`config.mk`:
```
export PLATFORM = sky130hd
export DESIGN_NAME = lhb_port
export DESIGN_NICKNAME = d
export VERILOG_FILES = /design/src/lhb_sync.v /design/src/lhb_port.v
export VERILOG_INCLUDE_DIRS = /design/src /design/src/src
export SDC_FILE = /design/constraint.sdc
export NUM_CORES = 1
export LEC_CHECK = 0
export BUFFER_PORTS_ARGS = -buffer_cell sky130_fd_sc_hd__buf_2
export CORE_MARGIN = 5
export CORE_UTILIZATION = 40
export CTS_CLUSTER_DIAMETER = 50
export CTS_CLUSTER_SIZE = 10
export DETAILED_ROUTE_END_ITERATION = 10
export HOLD_SLACK_MARGIN = 0.1
export PLACE_DENSITY_LB_ADDON = 0.05
export SYNTH_ARGS = -nofsm -noshare
export SYNTH_HDL_FRONTEND = slang
export SYNTH_HIERARCHICAL = 1
export SYNTH_SLANG_ARGS = --single-unit
```
`constraint.sdc`:
```
create_clock -name ref_clk_i -period 2.04 [get_ports ref_clk_i]
set_clock_uncertainty 0.05 [all_clocks]
set_input_delay 0.408 -clock ref_clk_i [delete_from_list [all_inputs] [get_ports ref_clk_i]]
set_output_delay 0.408 -clock ref_clk_i [all_outputs]
set_load 0.02 [all_outputs]
```
`src/lhb_regs.vh`:
```
`ifndef LHB_REGS_VH
`define LHB_REGS_VH
// system clock period in ps (250 MHz)
`define LHB_TS_PS 4000
// longest acknowledge hold: 4 periods plus 2 ns
`define LHB_ACK_MAX_NS 2
`define LHB_ACK_MAX_CYC 4
// read data ready after ack: 1 period plus 5 ns (one cycle used)
`define LHB_ACK_DATA_CYC 1
// read data after strobe without ack: 4 periods plus 18 ns
`define LHB_NOACK_DATA_CYC 4
// bus modes
`define LHB_MODE_ACK 2'h0
`define LHB_MODE_NOACK 2'h1
`define LHB_MODE_ESTB 2'h2
// clock divider select codes
`define LHB_DIV4 2'h0
`define LHB_DIV8 2'h1
`define LHB_DIV16 2'h2
// colour depth codes
`define LHB_BPP1 2'h0
`define LHB_BPP2 2'h1
`define LHB_BPP4 2'h2
`endif

```
`src/lhb_sync.v`:
```
`timescale 1ns/1ps
// three-stage pin synchroniser with agreement filter
module lhb_sync
(
    input wire ref_clk_i, // system clock
    input wire nrst_i, // async reset, active low
    input wire [3:0] pin_i, // raw pins
    output reg [3:0] pin_o // filtered level
);
    reg [3:0] s1;
    reg [3:0] s2;
    reg [3:0] s3;
    // second and third stages must agree before the level moves
    always @(posedge ref_clk_i or negedge nrst_i)
    begin
        if (!nrst_i)
        begin
            s1 <= 4'hf;
            s2 <= 4'hf;
            s3 <= 4'hf;
            pin_o <= 4'hf;
        end
        else
        begin
            s1 <= pin_i;
            s2 <= s1;
            s3 <= s2;
            pin_o <= (s2 & s3) | (pin_o & (s2 | s3));
        end
    end
endmodule // lhb_sync

```
`src/lhb_port.v`:
```
`timescale 1ns/1ps
`include "lhb_regs.vh"
module lhb_port
(
    input wire ref_clk_i, // system clock
    input wire nrst_i, // async reset, active low
    input wire [1:0] bus_mode_i, // bus style
    input wire direct_i, // direct interface selected
    input wire power_save_i, // power save mode
    input wire cs_n_i, // chip select pin
    input wire addr_strobe_n_i, // address strobe pin
    input wire rd_n_i, // data strobe pin, or enable on the enable bus
    input wire wr_n_i, // direction pin, high for a read
    input wire [7:0] data_i, // host write data
    output reg [7:0] data_o, // read data to host
    output wire data_oe_o, // read data drive enable
    output reg transfer_ack_n_o, // acknowledge level
    output reg transfer_ack_oe_o, // acknowledge drive enable
    output reg wr_stb_o, // captured write pulse
    output reg [7:0] wr_data_o, // captured write data
    output reg rd_stb_o, // read fetch pulse
    input wire [7:0] rd_data_i, // memory read data
    input wire [1:0] clock_div_select_i, // divider select pins
    input wire [1:0] bpp_i, // colour depth
    input wire [7:0] total_row_bytes_i, // total bytes per row
    input wire [7:0] row_bytes_i, // bytes per row
    output reg shift_clk_en_o, // divided clock tick
    output reg line_pulse_o, // line pulse
    output reg window_o // memory access window open
);
    // ------------------------------------------------------------
    // pin synchronisation
    // ------------------------------------------------------------
    wire [3:0] pins;
    wire cs_n;
    wire as_n;
    wire rd_n;
    wire wr_n;
    lhb_sync u_sync
    (
        .ref_clk_i(ref_clk_i),
        .nrst_i(nrst_i),
        .pin_i({cs_n_i, addr_strobe_n_i, rd_n_i, wr_n_i}),
        .pin_o(pins)
    );
    assign cs_n = pins[3];
    assign as_n = pins[2];
    assign rd_n = pins[1];
    assign wr_n = pins[0];

    // write data passes the same filter so it lines up with the strobes
    wire [7:0] data_s;
    genvar g;
    generate
        for (g = 0; g < 2; g = g + 1)
        begin : g_dsync
            lhb_sync u_dsync
            (
                .ref_clk_i(ref_clk_i),
                .nrst_i(nrst_i),
                .pin_i(data_i[4*g+3:4*g]),
                .pin_o(data_s[4*g+3:4*g])
            );
        end
    endgenerate

    // ------------------------------------------------------------
    // strobe decode
    // ------------------------------------------------------------
    reg active_q;
    reg is_read_q;
    reg [2:0] cnt;
    reg ack_done;
    reg rd_oe;
    wire estb;
    wire active;
    wire is_read;
    assign estb = (bus_mode_i == `LHB_MODE_ESTB);
    // enable bus: rd_n carries the enable high; elsewhere rd_n is the data strobe
    // wr_n is the direction level on every bus style, high for a read
    assign active = !cs_n && (estb ? rd_n : !rd_n && (bus_mode_i != `LHB_MODE_ACK || !as_n));
    assign is_read = wr_n;
    assign data_oe_o = rd_oe;

    // cycle sequencing, ack generation and data capture
    always @(posedge ref_clk_i or negedge nrst_i)
    begin
        if (!nrst_i)
        begin
            active_q <= 1'b0;
            is_read_q <= 1'b0;
            cnt <= 3'h0;
            ack_done <= 1'b0;
            rd_oe <= 1'b0;
            data_o <= 8'h00;
            transfer_ack_n_o <= 1'b1;
            transfer_ack_oe_o <= 1'b0;
            wr_stb_o <= 1'b0;
            wr_data_o <= 8'h00;
            rd_stb_o <= 1'b0;
        end
        else
        begin
            active_q <= active;
            wr_stb_o <= 1'b0;
            rd_stb_o <= 1'b0;
            if (active && !active_q)
            begin
                is_read_q <= is_read;
                cnt <= 3'h0;
                ack_done <= 1'b0;
                rd_stb_o <= is_read;
                if (bus_mode_i == `LHB_MODE_ACK)
                begin
                    transfer_ack_oe_o <= 1'b1;
                    transfer_ack_n_o <= 1'b1;
                end
            end
            else if (active)
            begin
                if (cnt != 3'h7)
                    cnt <= cnt + 3'h1;
                // data fetched at cycle 1, ack at 2 so data leads ack
                if (cnt == 3'h1 && is_read_q)
                    data_o <= rd_data_i;
                if (bus_mode_i == `LHB_MODE_ACK && cnt == 3'h2 && !ack_done)
                begin
                    transfer_ack_n_o <= 1'b0;
                    ack_done <= 1'b1;
                end
                if (!transfer_ack_n_o && cnt == 3'h2 + `LHB_ACK_MAX_CYC - 3'h1)
                    transfer_ack_n_o <= 1'b1;
                if (is_read_q)
                    rd_oe <= 1'b1;
                if (!is_read_q)
                    wr_data_o <= data_s;
            end
            if (!active && active_q)
            begin
                // strobe ended
                if (!is_read_q)
                    wr_stb_o <= 1'b1;
                transfer_ack_n_o <= 1'b1;
                if (direct_i && power_save_i)
                    transfer_ack_oe_o <= 1'b0;
                rd_oe <= 1'b0;
            end
            else if (!active && bus_mode_i == `LHB_MODE_ACK && as_n && !(direct_i && power_save_i))
            begin
                transfer_ack_n_o <= 1'b1;
                transfer_ack_oe_o <= 1'b0;
            end
            if (estb && cs_n)
                rd_oe <= 1'b0;
            if (bus_mode_i != `LHB_MODE_ACK)
                transfer_ack_oe_o <= 1'b0;
        end
    end

    // ------------------------------------------------------------
    // clock divider and text mode access window
    // ------------------------------------------------------------
    reg [3:0] div_cnt;
    reg [8:0] byte_cnt;
    reg [13:0] win_cnt;
    wire [3:0] div_last;
    wire [8:0] row_end;
    wire [2:0] k;
    wire [8:0] win_bytes;
    assign div_last = (clock_div_select_i == `LHB_DIV4) ? 4'h3 :
                      (clock_div_select_i == `LHB_DIV8) ? 4'h7 : 4'hf;
    assign row_end = {1'b0, total_row_bytes_i};
    assign k = (bpp_i == `LHB_BPP1) ? 3'h3 : (bpp_i == `LHB_BPP2) ? 3'h2 : 3'h1;
    assign win_bytes = {1'b0, total_row_bytes_i} - {1'b0, row_bytes_i} - {6'h00, k};

    // one divided tick per div_last+1 cycles, row counted in bytes
    always @(posedge ref_clk_i or negedge nrst_i)
    begin
        if (!nrst_i)
        begin
            div_cnt <= 4'h0;
            byte_cnt <= 9'h000;
            win_cnt <= 14'h0000;
            shift_clk_en_o <= 1'b0;
            line_pulse_o <= 1'b0;
            window_o <= 1'b0;
        end
        else
        begin
            shift_clk_en_o <= (div_cnt == div_last);
            div_cnt <= (div_cnt >= div_last) ? 4'h0 : div_cnt + 4'h1;
            if (window_o)
            begin
                if (win_cnt <= 14'h0001)
                    window_o <= 1'b0;
                win_cnt <= win_cnt - 14'h0001;
            end
            if (div_cnt == div_last)
            begin
                if (byte_cnt >= row_end)
                begin
                    byte_cnt <= 9'h000;
                    line_pulse_o <= 1'b1;
                end
                else
                    byte_cnt <= byte_cnt + 9'h001;
                if (line_pulse_o)
                begin
                    // line pulse falls: window opens for win_bytes x div x 2 cycles
                    line_pulse_o <= 1'b0;
                    window_o <= !win_bytes[8] && win_bytes != 9'h000;
                    win_cnt <= {win_bytes[7:0], 1'b0} * ({10'h000, div_last} + 14'h0001);
                end
            end
        end
    end
endmodule // lhb_port

```
Word-level counts from Yosys, hierarchy flattened
Index checks and enable logic that the tools add are counted.

Register bits: 105. Input port bits: 46. Output and inout port bits: 24. Logic and storage cells: 149.

Add/sub/neg operators: 7. Multiply operators: 1. Magnitude comparators: 3. Equal/unequal tests: 10. Mux-type cells: 43. Bitwise logic cells: 14. Reductions and logical operators: 42.

Operators with widths (count): $mux W14 (3); $mux W1 (31); $and A4 B4 Y4 (6); $or A4 B4 Y4 (6); $le A14 B1 Y1 const B (1); $logic_and A1 B1 Y1 (14); $sub A14 B1 Y14 const B (1); $mul A8 B5 Y13 (1); $mux W4 (3); $reduce_and A3 Y1 (4); $add A9 B1 Y9 const B (1); $ge A9 B8 Y1 (1); $logic_not A1 Y1 (9); $mux W3 (3); $mux W9 (1); $reduce_bool A9 Y1 (1); $sub A8 B8 Y9 (1); $sub A9 B2 Y9 (1); $reduce_bool A2 Y1 (4); $logic_not A2 Y1 (3); $reduce_bool A3 Y1 (2); $add A4 B1 Y5 const B (1); $reduce_bool A5 Y1 (1); $add A4 B1 Y4 const B (1); 16 further kinds (20).

Logic depth before layout (Yosys ltp)
Gate-level depths: netlist of the first run.

Depth after elaboration: 12. Gate-level depth with buffers: 22. Mapped depth without buffers: 22.

Cells and area by module
The synthesis of the first run kept the hierarchy.

Modules (own cells, without submodules): lhb_port (times used 1, cells each 430, area each 4145.2 µm², sequential area each 1427.6 µm²); lhb_sync (times used 3, cells each 20, area each 465.4 µm², sequential area each 420.4 µm²).

Worst setup path after synthesis of the first run
Ideal clock, no wire load.

Path type: input-to-reg. Start point: input port bpp_i[1]. End point: register win_cnt[13]. Library setup time: 0.126 ns. Arrival: 4.426 ns. Data required time: 1.864 ns. Path slack: -2.562 ns. Stages on the path: 21. Buffers on the path: 0. Cell sequence: inv_1 > nand2_1 > fa_1 > fa_1 > nor2b_1 > nor3_1 > o21bai_1 > nor2b_1 > nand2_1 > fa_1 > inv_1 > ha_1 > ha_1 > ha_1 > fa_1 > a21o_1 > a21oi_1 > o21bai_1 > a21oi_1 > xnor2_1 > mux2i_1.

Longest elaborated chain between the ends: 7. Elaborated cells on any way between the ends: 8. Classes of those cells: add/sub: 1; mul: 1; eq/ne: 1; mux: 4; reduce/logical: 1.

RTL lines: start: declaration (line lhb_port.v:24) `input wire [1:0] bpp_i,`; $eq A2 B1 Y1 (no line); $mux W2 (line lhb_port.v:173) `` assign k = (bpp_i == `LHB_BPP1) ? 3'h3 : (bpp_i == `LHB_BPP2) ? 3'h2 : 3'h1; ``; $mux W2 (*) (line lhb_port.v:173); $sub A9 B2 Y9 (*) (line lhb_port.v:174) `assign win_bytes = {1'b0, total_row_bytes_i} - {1'b0, row_bytes_i} - {6'h00, k};`; $mul A8 B5 Y13 (*) (line lhb_port.v:212) `win_cnt <= {win_bytes[7:0], 1'b0} * ({10'h000, div_last} + 14'h0001);`; $mux W14 (*) (line lhb_port.v:207) `if (line_pulse_o)`; $mux W14 (*) (line lhb_port.v:198) `if (div_cnt == div_last)`; end signal: assignment (line lhb_port.v:196) `win_cnt <= win_cnt - 14'h0001;`; end signal: assignment (line lhb_port.v:212); end: declaration (line lhb_port.v:165) `reg [13:0] win_cnt;`.

Mark *: on every way between the ends. The rest lies on a longest branch, timed or not. A chain may end at the register's enable or synchronous reset.

Worst setup path in the final report of the first run
Start point: input port bpp_i[1]. End point: register win_cnt[12].

Same word-level chain as after synthesis.

==> results_dict.tcl, run 1 <==
set metrics [dict create \
    p_leak_uw 0.00355 \
    die_h_um 128 \
    yosys.area.top_type "dfrtp_1" \
    synth_edf_count 0 \
    syn2layout_area_growth_pct 35.6 \
    clk_pin_slew_ps 70 \
    finalHoldViolations 0 \
    cp-end-kind "flip-flop" \
    cts_buffer_depth 2 \
    clk_latency_ps 340 \
    cts_tree "yes" \
    wl_per_cell_um 12.9 \
    dpl_cell_area_sq_mm 0.00683 \
    seqCellArea_sq_mm 0.00269 \
    grtUsageTotal_pct 14.1 \
    grt_pass1_wl_um 18800 \
    final_area_sq_mm 0.00751 \
    fill_cells 1234 \
    postRouteWirelength_um 10800 \
    arrival_ps 4320 \
    synth_compound_area_share_pct 8.87 \
    viasPerCell 4.74 \
    critical_path_class "primary input to flip-flop" \
    yosys-top-cells-area "dfrtp_1, dfstp_2, ha_1, fa_1, inv_1" \
    tightest_slew_ps 396 \
    synth_commonest_cells "dfrtp_1, ha_1, dfstp_2, inv_1, nand2_1" \
    synth-simple-area-share_pct 11.3 \
    core.rowCount 43 \
    gp_congestion 0.776 \
    overflow 0 \
    drtAntennaViolNets 0 \
    die_area_sq_mm 0.0163 \
    hold_class "primary input to flip-flop" \
    syn_avg_cell_area_sq_um 11.3 \
    period_share_pct 203 \
    drive_gt1_share_pct 47.0 \
    status "finished, violations left" \
    synth_cell_types 55 \
    synth_top_family_by_area "adder cells" \
    start_kind "primary input" \
    clock-sinks 105 \
    synth-xor-area-share_pct 4.11 \
    vias 3961 \
    power.density_mw_per_mm2 892 \
    drv_slew 0 \
    synthAdderAreaFrac_pct 18.5 \
    cts-root-buf "clkbuf_16" \
    final_cells 836 \
    path_cells "buf_12 -> inv_12 -> nand2_4 -> fa_2 -> inv_2 -> ha_4 -> o211ai_1 -> nand2_1 -> a21o_1 -> a21oi_2 -> xnor2_2 -> nand2_1 -> fa_1 -> inv_2 -> ha_4 -> ha_4 -> buf_6 -> ha_4 -> a21o_1 -> a21o_1 -> a21o_1 -> a21oi_2 -> xor2_1 -> a21oi_1" \
    grt_pass1_vias 4039 \
    critPathSlowestCell "fa_2" \
    cp_max_fo 3 \
    firstDrtPassIters 4 \
    die_x_um 128 \
    syn-num-nets 601 \
    critical_path_required_ps 2210 \
    io_pins 70 \
    period_minus_slack_ps 4150 \
    async_reset_ff_share_pct 100 \
    io_buffer_count 69 \
    nets 762 \
    synthMuxAreaShare_pct 4.38 \
    grt_max_degree 41 \
    fmax_mhz 241 \
    core_sq_mm 0.0137 \
    ys_ff_latch 105 \
    ys_seq_area_share_pct 48.5 \
    grtUsageMet1_pct 19.0 \
    syn-cell-area_sq_mm 0.00554 \
    synth_ff_type "dfrtp_1" \
    grt_antenna_before_repair 0 \
    synth.most_common_cell "dfrtp_1" \
    drv_cap 0 \
    slew_headroom_pct 73.6 \
    busiest_layer "met2" \
    ir_worst_vdd_mv 0.437 \
    setup_violations 10 \
    dp.cells 802 \
    yosys.area.top_type_share_pct 25.3 \
    start_util_pct 40.4 \
    rsz0062_at_grt "true" \
    setup_ws_ps -2110 \
    max_stage_delay_ps 530 \
    diodes 0 \
    multi_input_area_sq_mm 0.00301 \
    met3_usage_pct 4.00 \
    dp_hpwl_um 8180 \
    drt-initial-drc-count 179 \
    yosys_warnings 6 \
    drc 0 \
    failed_checks "negative setup slack" \
    synthCells 490 \
    cts_max_level 3 \
    gr-usage-met2_pct 22.7 \
    cts_made_buffers 9 \
]
## area by class of cell
class                           count  share of cell area (%)
Timing Repair Buffer              158                    14.7
Sequential cell                   105                    35.8
Multi-Input combinational cell    327                    40.0
Inverter                           50                    2.70
Clock inverter                      6                   0.749
Tap cell                          180                    3.00
Clock buffer                       10                    3.05
## power breakdown
part / leakage, uW / internal (uW) / switching (uW)
Combinational: 0.00222 / 1230 / 1140
Clock: 0.000138 / 859 / 791
Sequential: 0.00119 / 2470 / 218
## state kept, by name (all words and copies together) (netlist names), 8 cells and up
name,cells
g_dsync.u_dsync/pin_o,8
byte_cnt,9
wr_data_o,8
g_dsync.u_dsync/s2,8
g_dsync.u_dsync/s3,8
data_o,8
win_cnt,14
g_dsync.u_dsync/s1,8
## layer usage
layer  part of all wire (%)  up-vias
met5                      0        -
met4                    1.1        0
met3                    4.4        7
met2                     47       60
met1                     47     1910
li1                       -     1984
## stage by stage
step | worst slack (ps) | hold slack, ps | power, uW | TNS, ps | utilization, %
floorplan | -2220 | 62.4 | 4050 | -14950 | -
global route | -2270 | 104 | 7190 | -15300 | 54.8
CTS | -2160 | 100 | 6660 | -14320 | 53.3
finish | -2110 | 121 | 6710 | -14040 | 54.8
detailed placement | -2590 | 297 | 4840 | -21830 | 49.8
global placement | -2510 | 295 | 4790 | -21070 | 49.8
## critical path, delay by kind of cell
kind            cells  cell delay, ps
xor+xnor            2             310
buf+inv             5             360
fa+ha+maj           6            1850
compound gates      8            1190
simple gates        3             200
## cells by family after synthesis
family                     Yosys count
AOI/OAI and AO/OA                   76
xor gates and xnor gates            26
adders and majority gates           77
buffers and inverters               58
DFF                                105
muxes                               19
and+or+nand+nor                    129
## cells in the final DEF, fill, tap and decap left out, drive strengths merged, types with 4 or more instances in the layout
cell type and count:
buf 147, dfrtp 56, inv 55, ha 55, nand2 50, dfstp 49
o21ai 28, nor2 24, mux2 18, xnor2 16, a21oi 14, maj3 12
dlygate4sd3 11, clkbuf 10, xor2 10, fa 10, nor3 9, nand3 8
nor2b 8, a21o 7, nand2b 6, a22o 6, and3 5, and2 5
nor4 4, or3 4
## what timing repair did
item / in CTS / in global routing
setup buffers: 5 / 5
endpoints found under the hold margin: 27 / 2
hold buffers: 9 / 2
pin swaps: 21 / 20
cloned: 0 / 0
gates resized for setup: 16 / 32
endpoints found under the setup margin: 14 / 25
## worst paths after layout
path | slack [ps] | cells past startpoint | start | endpoint
worst min register to register | 300 | 0 | g_dsync[0].u_dsync/s1[3] | g_dsync[0].u_dsync/s2[3]
worst min-delay path | 120 | 1 | data_i[1] | g_dsync[0].u_dsync/s1[1]
min in group asynchronous | 480 | 2 | nrst_i | cnt[2]
worst max register to register | 0 | 7 | div_cnt[2] | window_o
max in group asynchronous | 850 | 3 | nrst_i | g_dsync[1].u_dsync/s2[3]
worst max-delay path | -2110 | 24 | bpp_i[1] | win_cnt[12]
No activity file was read; power rests on OpenSTA's default activity.
==> inputs of run 2 (changes only) <==
--- a/config.mk
+++ b/config.mk
@@ -6,6 +6,7 @@
 export SDC_FILE = /design/constraint.sdc
 export NUM_CORES = 1
 export LEC_CHECK = 0
+export ABC_AREA = 1
 export BUFFER_PORTS_ARGS = -buffer_cell sky130_fd_sc_hd__buf_2
 export CORE_MARGIN = 5
 export CORE_UTILIZATION = 40
@@ -18,3 +19,4 @@
 export SYNTH_HDL_FRONTEND = slang
 export SYNTH_HIERARCHICAL = 1
 export SYNTH_SLANG_ARGS = --single-unit
+export TNS_END_PERCENT = 30
==> run 2 against run 1 <==
Compared with the run above: the flow still finishes with violations (negative setup slack); hold slack got worse by 1.9 ps; utilization decreased by 2.0 points; combinational power increased by 24%; via count increased by 15%; global-route usage about the same; register-to-register slack improved by 240 ps; non-clock buffer count decreased by 30; cell area increased by 1.3%; critical path type unchanged; critical endpoint is now win_cnt[11].
==> results_dict.tcl, run 2 <==
set metrics [dict create \
    cts_buffer_depth 2 \
    largestRegisters "win_cnt (14), byte_cnt (9)" \
    drc 0 \
    grt_pass1_vias 4498 \
    dp_hpwl_um 9000 \
    top_register "win_cnt" \
    yosys.area.top_type "dfrtp_1" \
    yosys.area.top_type_share_pct 24.0 \
    vias 4542 \
    status "finished, violations left" \
    seqCellArea_sq_mm 0.00269 \
    drv_cap 0 \
    core.rowCount 44 \
    reg2reg_slack_ps 240 \
    synth_ff_type "dfrtp_1" \
    cts_max_level 3 \
    grt_max_degree 69 \
    fin_tns_setup_ps -12410 \
    diodes 0 \
    clkPwrFrac_pct 22.8 \
    drtAntennaViolNets 0 \
    multi_input_area_sq_mm 0.00306 \
    p_int_uw 4940 \
    power.density_mw_per_mm2 1020 \
    setup_ws_ps -1730 \
    die_x_um 131 \
    overflow 0 \
    die_area_sq_mm 0.0171 \
    pwr-share-comb_pct 38.0 \
    syn2layout_area_growth_pct 30.2 \
    p_leak_uw 0.00387 \
    final_common_cell "nand2_1" \
    async_reset_ff_share_pct 100 \
    clk_latency_ps 340 \
    io_buffer_count 69 \
    wl_per_cell_um 11.9 \
    cts_made_buffers 9 \
    io_pins 70 \
    ys_ff_latch 105 \
    postRouteWirelength_um 11700 \
    clk_pin_slew_ps 70 \
    syn-cell-area_sq_mm 0.00585 \
    busiest_layer "met2" \
    p_sw_share_pct 36.3 \
    p_sw_uw 2810 \
    finalHoldViolations 0 \
    ys_seq_area_share_pct 46.0 \
    gp_congestion 0.819 \
    yosys_warnings 6 \
    grtUsageMet1_pct 17.7 \
    slew_headroom_pct 72.9 \
    synth_cell_types 38 \
    fill_cells 1354 \
    cts-root-buf "clkbuf_16" \
    fmax_mhz 265 \
    power_uw 7740 \
    period_minus_slack_ps 3770 \
    rsz0062_at_grt "true" \
    critical_path_required_ps 2260 \
    viasPerCell 4.65 \
    hold_class "primary input to flip-flop" \
    start_kind "primary input" \
    grtUsageTotal_pct 14.1 \
    gr-usage-met2_pct 24.7 \
    synthCells 653 \
    yosys-top-cells-area "dfrtp_1, dfstp_2, ha_1, nand2_1, inv_1" \
    cp-end-kind "flip-flop" \
    critPathSlowestCell "fa_2" \
    synth_edf_count 0 \
    synth_commonest_cells "nand2_1, inv_1, nor2_1" \
    ir_worst_vdd_mv 0.406 \
    grt_pass1_wl_um 19600 \
    tightest_slew_ps 406 \
    syn_avg_cell_area_sq_um 8.96 \
    synth.most_common_cell "nand2_1" \
    nets 899 \
    drt-initial-drc-count 240 \
    met3_usage_pct 2.07 \
    period_share_pct 185 \
    die_h_um 131 \
    cp_max_fo 3 \
    core_sq_mm 0.0144 \
    firstDrtPassIters 4 \
    path_cells "buf_8 -> inv_12 -> nand2_4 -> fa_2 -> inv_2 -> ha_4 -> or2_4 -> nand2_4 -> nand3_2 -> nand2_1 -> nand2_2 -> inv_2 -> nand2_2 -> fa_1 -> inv_2 -> ha_4 -> ha_4 -> fa_2 -> nand3_2 -> nand3_2 -> xor2_1 -> nor2_1 -> a31oi_1" \
    failed_checks "negative setup slack" \
    syn-num-nets 764 \
    critical_path_class "primary input to flip-flop" \
    cts_tree "yes" \
    largest_reg_flops 14 \
    final_cell_mix "nand2_1, inv_1, buf_2" \
    grt_antenna_before_repair 0 \
    max_stage_delay_ps 580 \
    drv_slew 0 \
    clock-sinks 105 \
    start_util_pct 40.6 \
    setup_violations 11 \
    pwr-share-seq_pct 39.2 \
    drive_gt1_share_pct 36.2 \
    arrival_ps 3980 \
]
run 2: cell count changes after synthesis, moves of 9 or more:
cell	change
nor2_1	+41
nand2_1	+79
nand3_1	+22
inv_1	+76
nand4_1	+9
maj3_2	-12
a21oi_1	+21
xnor2_1	-13
run 2: worst max-delay path, delay by kind of cell:
kind,cells,cell delay [ps]
AO/OA/AOI/OAI,1,150
XOR/XNOR,1,190
adder cells (fa/ha/maj),6,2050
buffers and inverters,5,330
AND/OR/NAND/NOR,10,820
run 2: path summary, 6_finish.rpt:
| path | end | cells after the start | from |
|---|---|---|---|
| worst max-delay path | win_cnt[11] | 23 | bpp_i[1] |
| worst min-delay path | g_dsync[0].u_dsync/s1[1] | 1 | data_i[1] |
| worst max register to register | win_cnt[12] | 9 | win_cnt[0] |
| worst min register to register | g_dsync[0].u_dsync/s2[3] | 0 | g_dsync[0].u_dsync/s1[3] |
| max in group asynchronous | g_dsync[1].u_dsync/pin_o[1] | 3 | nrst_i |
| min in group asynchronous | transfer_ack_oe_o | 2 | nrst_i |
run 2: power groups by stage:
stage                     Combinational [uW]  Clock, uW  Sequential (uW)
final                                   2940       1770             3030
after global placement                  2730          0             3050
after CTS                               2900       1850             3030
after floorplan                         1690          0             3240
after global routing                    3340       1910             3100
after detailed placement                2800          0             3060
run 2: kinds of logic after synthesis:
family | share of synthesized area, %
flops | 46.0
xor+xnor | 1.50
fa+ha+maj | 15.2
compound gates | 7.94
buf+inv | 8.60
simple gates | 19.3
mux | 1.54
run 2: area by class of cell:
type	instances	share of cell area, %
multi-input combinational	419	40.2
inverter	125	6.33
clock inverter	7	1.12
timing repair buffer	128	11.0
sequential	105	35.3
tap	184	3.02
clock buffer	9	2.96
run 2: through the flow:
stage / instances / util [%] / setup WS [ps] / instance area [sq um] / hold slack, ps
floorplan: 653 / - / -1890 / 6070 / 62.4
global placement: 950 / 48.4 / -2230 / 6980 / 176
finish: 977 / 52.8 / -1730 / 7610 / 120
global route: 977 / 52.8 / -1880 / 7610 / 102
detailed placement: 950 / 48.4 / -2270 / 6980 / 178
CTS: 975 / 51.8 / -1670 / 7480 / 101
run 2: metal layers:
metal	up-vias	wire length, um
met2	73	5660
met4	0	170
li1	2331	-
met1	2126	5430
met3	12	396
met5	-	0
run 2: what timing repair did:
item | 4_1_cts | 5_1_grt
gates cloned | 0 | 0
setup buffers | 0 | 2
endpoints found under the hold margin | 43 | 0
pin swaps | 21 | 19
hold buffers | 9 | 0
setup endpoints to repair | 11 | 11
resized for setup | 30 | 22
==> inputs of run 3 (changes only) <==
--- a/config.mk
+++ b/config.mk
@@ -6,9 +6,7 @@
 export SDC_FILE = /design/constraint.sdc
 export NUM_CORES = 1
 export LEC_CHECK = 0
-export ABC_AREA = 1
 export BUFFER_PORTS_ARGS = -buffer_cell sky130_fd_sc_hd__buf_2
-export CORE_MARGIN = 5
 export CORE_UTILIZATION = 40
 export CTS_CLUSTER_DIAMETER = 50
 export CTS_CLUSTER_SIZE = 10
==> run 3 against run 2 <==
Compared with the run above: the flow still finishes with violations (negative setup slack); cell count fell by 15%; die area decreased by 16%; sequential share of layout area increased by 0.86 points; non-clock buffer count grew 26; critical path depth up 2; total power shrank 14%; setup slack lost 360 ps; hold slack got worse by 2.3 ps; sequential cell count unchanged; sequential power decreased by 11%; critical endpoint is now win_cnt[13].
==> results_dict.tcl, run 3 (synthesis gave the netlist of run 1 again) <==
set metrics [dict create \
    die_h_um 120 \
    cp-end-kind "flip-flop" \
    power.density_mw_per_mm2 897 \
    min_to "u_sync/s1[0]" \
    largestRegisters "win_cnt (14), byte_cnt (9)" \
    p_sw_uw 2150 \
    wl_per_cell_um 12.6 \
    hold_depth 1 \
    postRouteWirelength_um 10400 \
    clkPwrFrac_pct 25.8 \
    cp_top_family "adder cells" \
    grt_pass1_vias 3918 \
    slew_headroom_pct 71.3 \
    core_sq_mm 0.0134 \
    drc 0 \
    rr_worst_depth 7 \
    start_util_pct 41.4 \
    dpl_cell_area_sq_mm 0.00675 \
    nets 758 \
    reg2reg_slack_ps -90 \
    p_sw_share_pct 32.2 \
    grt_pass1_wl_um 18200 \
    clock-sinks 105 \
    setup_ws_ps -2090 \
    final_common_cell "buf_2" \
    diodes 0 \
    hold_class "primary input to flip-flop" \
    cp_max_fo 3 \
    p_int_uw 4520 \
    die_area_sq_mm 0.0143 \
    drtAntennaViolNets 0 \
    grt_max_degree 43 \
    p_leak_uw 0.00354 \
    drt-initial-drc-count 142 \
    io_pins 70 \
    final_cell_mix "buf_2, buf_4, dfrtp_1" \
    critical_path_class "primary input to flip-flop" \
    vias 3951 \
    drv_slew 0 \
    grt_antenna_before_repair 0 \
    largest_reg_flops 14 \
    status "finished, violations left" \
    cts-root-buf "clkbuf_16" \
    final_area_sq_mm 0.00743 \
    rsz0062_at_grt "true" \
    failed_checks "negative setup slack" \
    gp_congestion 0.767 \
    cts_tree "yes" \
    drive_gt1_share_pct 44.3 \
    ir_worst_vdd_mv 0.467 \
    period_share_pct 203 \
    cts_buffer_depth 2 \
    critPathSlowestCell "fa_2" \
    period_minus_slack_ps 4130 \
    arrival_ps 4310 \
    clk_pin_slew_ps 70 \
    core.rowCount 42 \
    reg2reg_from "div_cnt[3]" \
    tightest_slew_ps 431 \
    firstDrtPassIters 4 \
    fin_tns_setup_ps -14220 \
    clk_latency_ps 350 \
    syn2layout_area_growth_pct 34.1 \
    dp_hpwl_um 7920 \
    finalHoldViolations 0 \
    setup_violations 10 \
    die_x_um 120 \
    crit_buf_inv 6 \
    grtUsageTotal_pct 16.0 \
    cts_made_buffers 9 \
    critical_path_required_ps 2220 \
    io_buffer_count 69 \
    max_stage_delay_ps 530 \
    pwr-share-seq_pct 40.3 \
    path_common_cell "ha_4" \
    fmax_mhz 242 \
    top_register "win_cnt" \
    hp-start "wr_n_i" \
    pwr-share-comb_pct 33.9 \
    overflow 0 \
    drv_cap 0 \
    cts_max_level 3 \
    viasPerCell 4.77 \
    start_kind "primary input" \
    r2r-end "window_o" \
]
[run 3: changes by cell type in the layout (fill, tap and decap cells not counted), moves of 14 or more]
cell     previous run  this run
nand2_1           113        45
buf_4              49        64
nand2_2            17         3
a21oi_1            33        10
inv_1             111        43
nor2_1             65        24
[run 3: worst max path at each step]
stage	from	end	slack, ps	cells past startpoint
floorplan	bpp_i[1]	win_cnt[13]	-2230	22
global placement	bpp_i[1]	win_cnt[13]	-2510	23
detailed placement	bpp_i[1]	win_cnt[13]	-2590	23
global route	bpp_i[1]	win_cnt[12]	-2340	24
finish	bpp_i[1]	win_cnt[13]	-2090	25
CTS	bpp_i[1]	win_cnt[13]	-2160	23
[run 3: area by class of cell]
type / count / area, sq um
clock buffer: 9 / 225
clock inverter: 7 / 81.3
fill: 1178 / 5970
inverter: 50 / 203
multi-input combinational: 327 / 2930
sequential: 105 / 2690
tap: 176 / 220
timing repair buffer: 154 / 1090
[run 3: timing repair]
item	CTS	global route
hold endpoints to repair	31	0
gates resized for setup	16	24
buffers inserted	4	4
hold buffers	12	0
gates cloned	0	0
pin swaps	21	23
setup endpoints to repair	19	24
[run 3: layer usage]
layer  up-vias  wire (um)  GRT usage [%]
met3         9        415           3.99
met2        71       5010           26.0
met1      1895       4840           20.9
li1       1976          -              -
met4         0        144           5.16
met5         -          0              0
[run 3: power groups by stage]
stage / combinational [uW] / sequential (uW) / clock, uW
floorplan: 1140 / 2890 / 0
global placement: 2020 / 2710 / 0
detailed placement: 2060 / 2730 / 0
CTS: 2170 / 2690 / 1790
global route: 2540 / 2750 / 1880
finish: 2260 / 2690 / 1720
[run 3: per-stage QoR]
step	utilization [%]	hold WS, ps	setup slack [ps]	instances	power, uW
finish	55.5	117	-2090	828	6670
global route	55.5	100	-2340	828	7160
CTS	54.4	106	-2160	824	6660
detailed placement	50.3	297	-2590	792	4790
global placement	50.3	296	-2510	792	4730
floorplan	-	62.4	-2230	490	4030
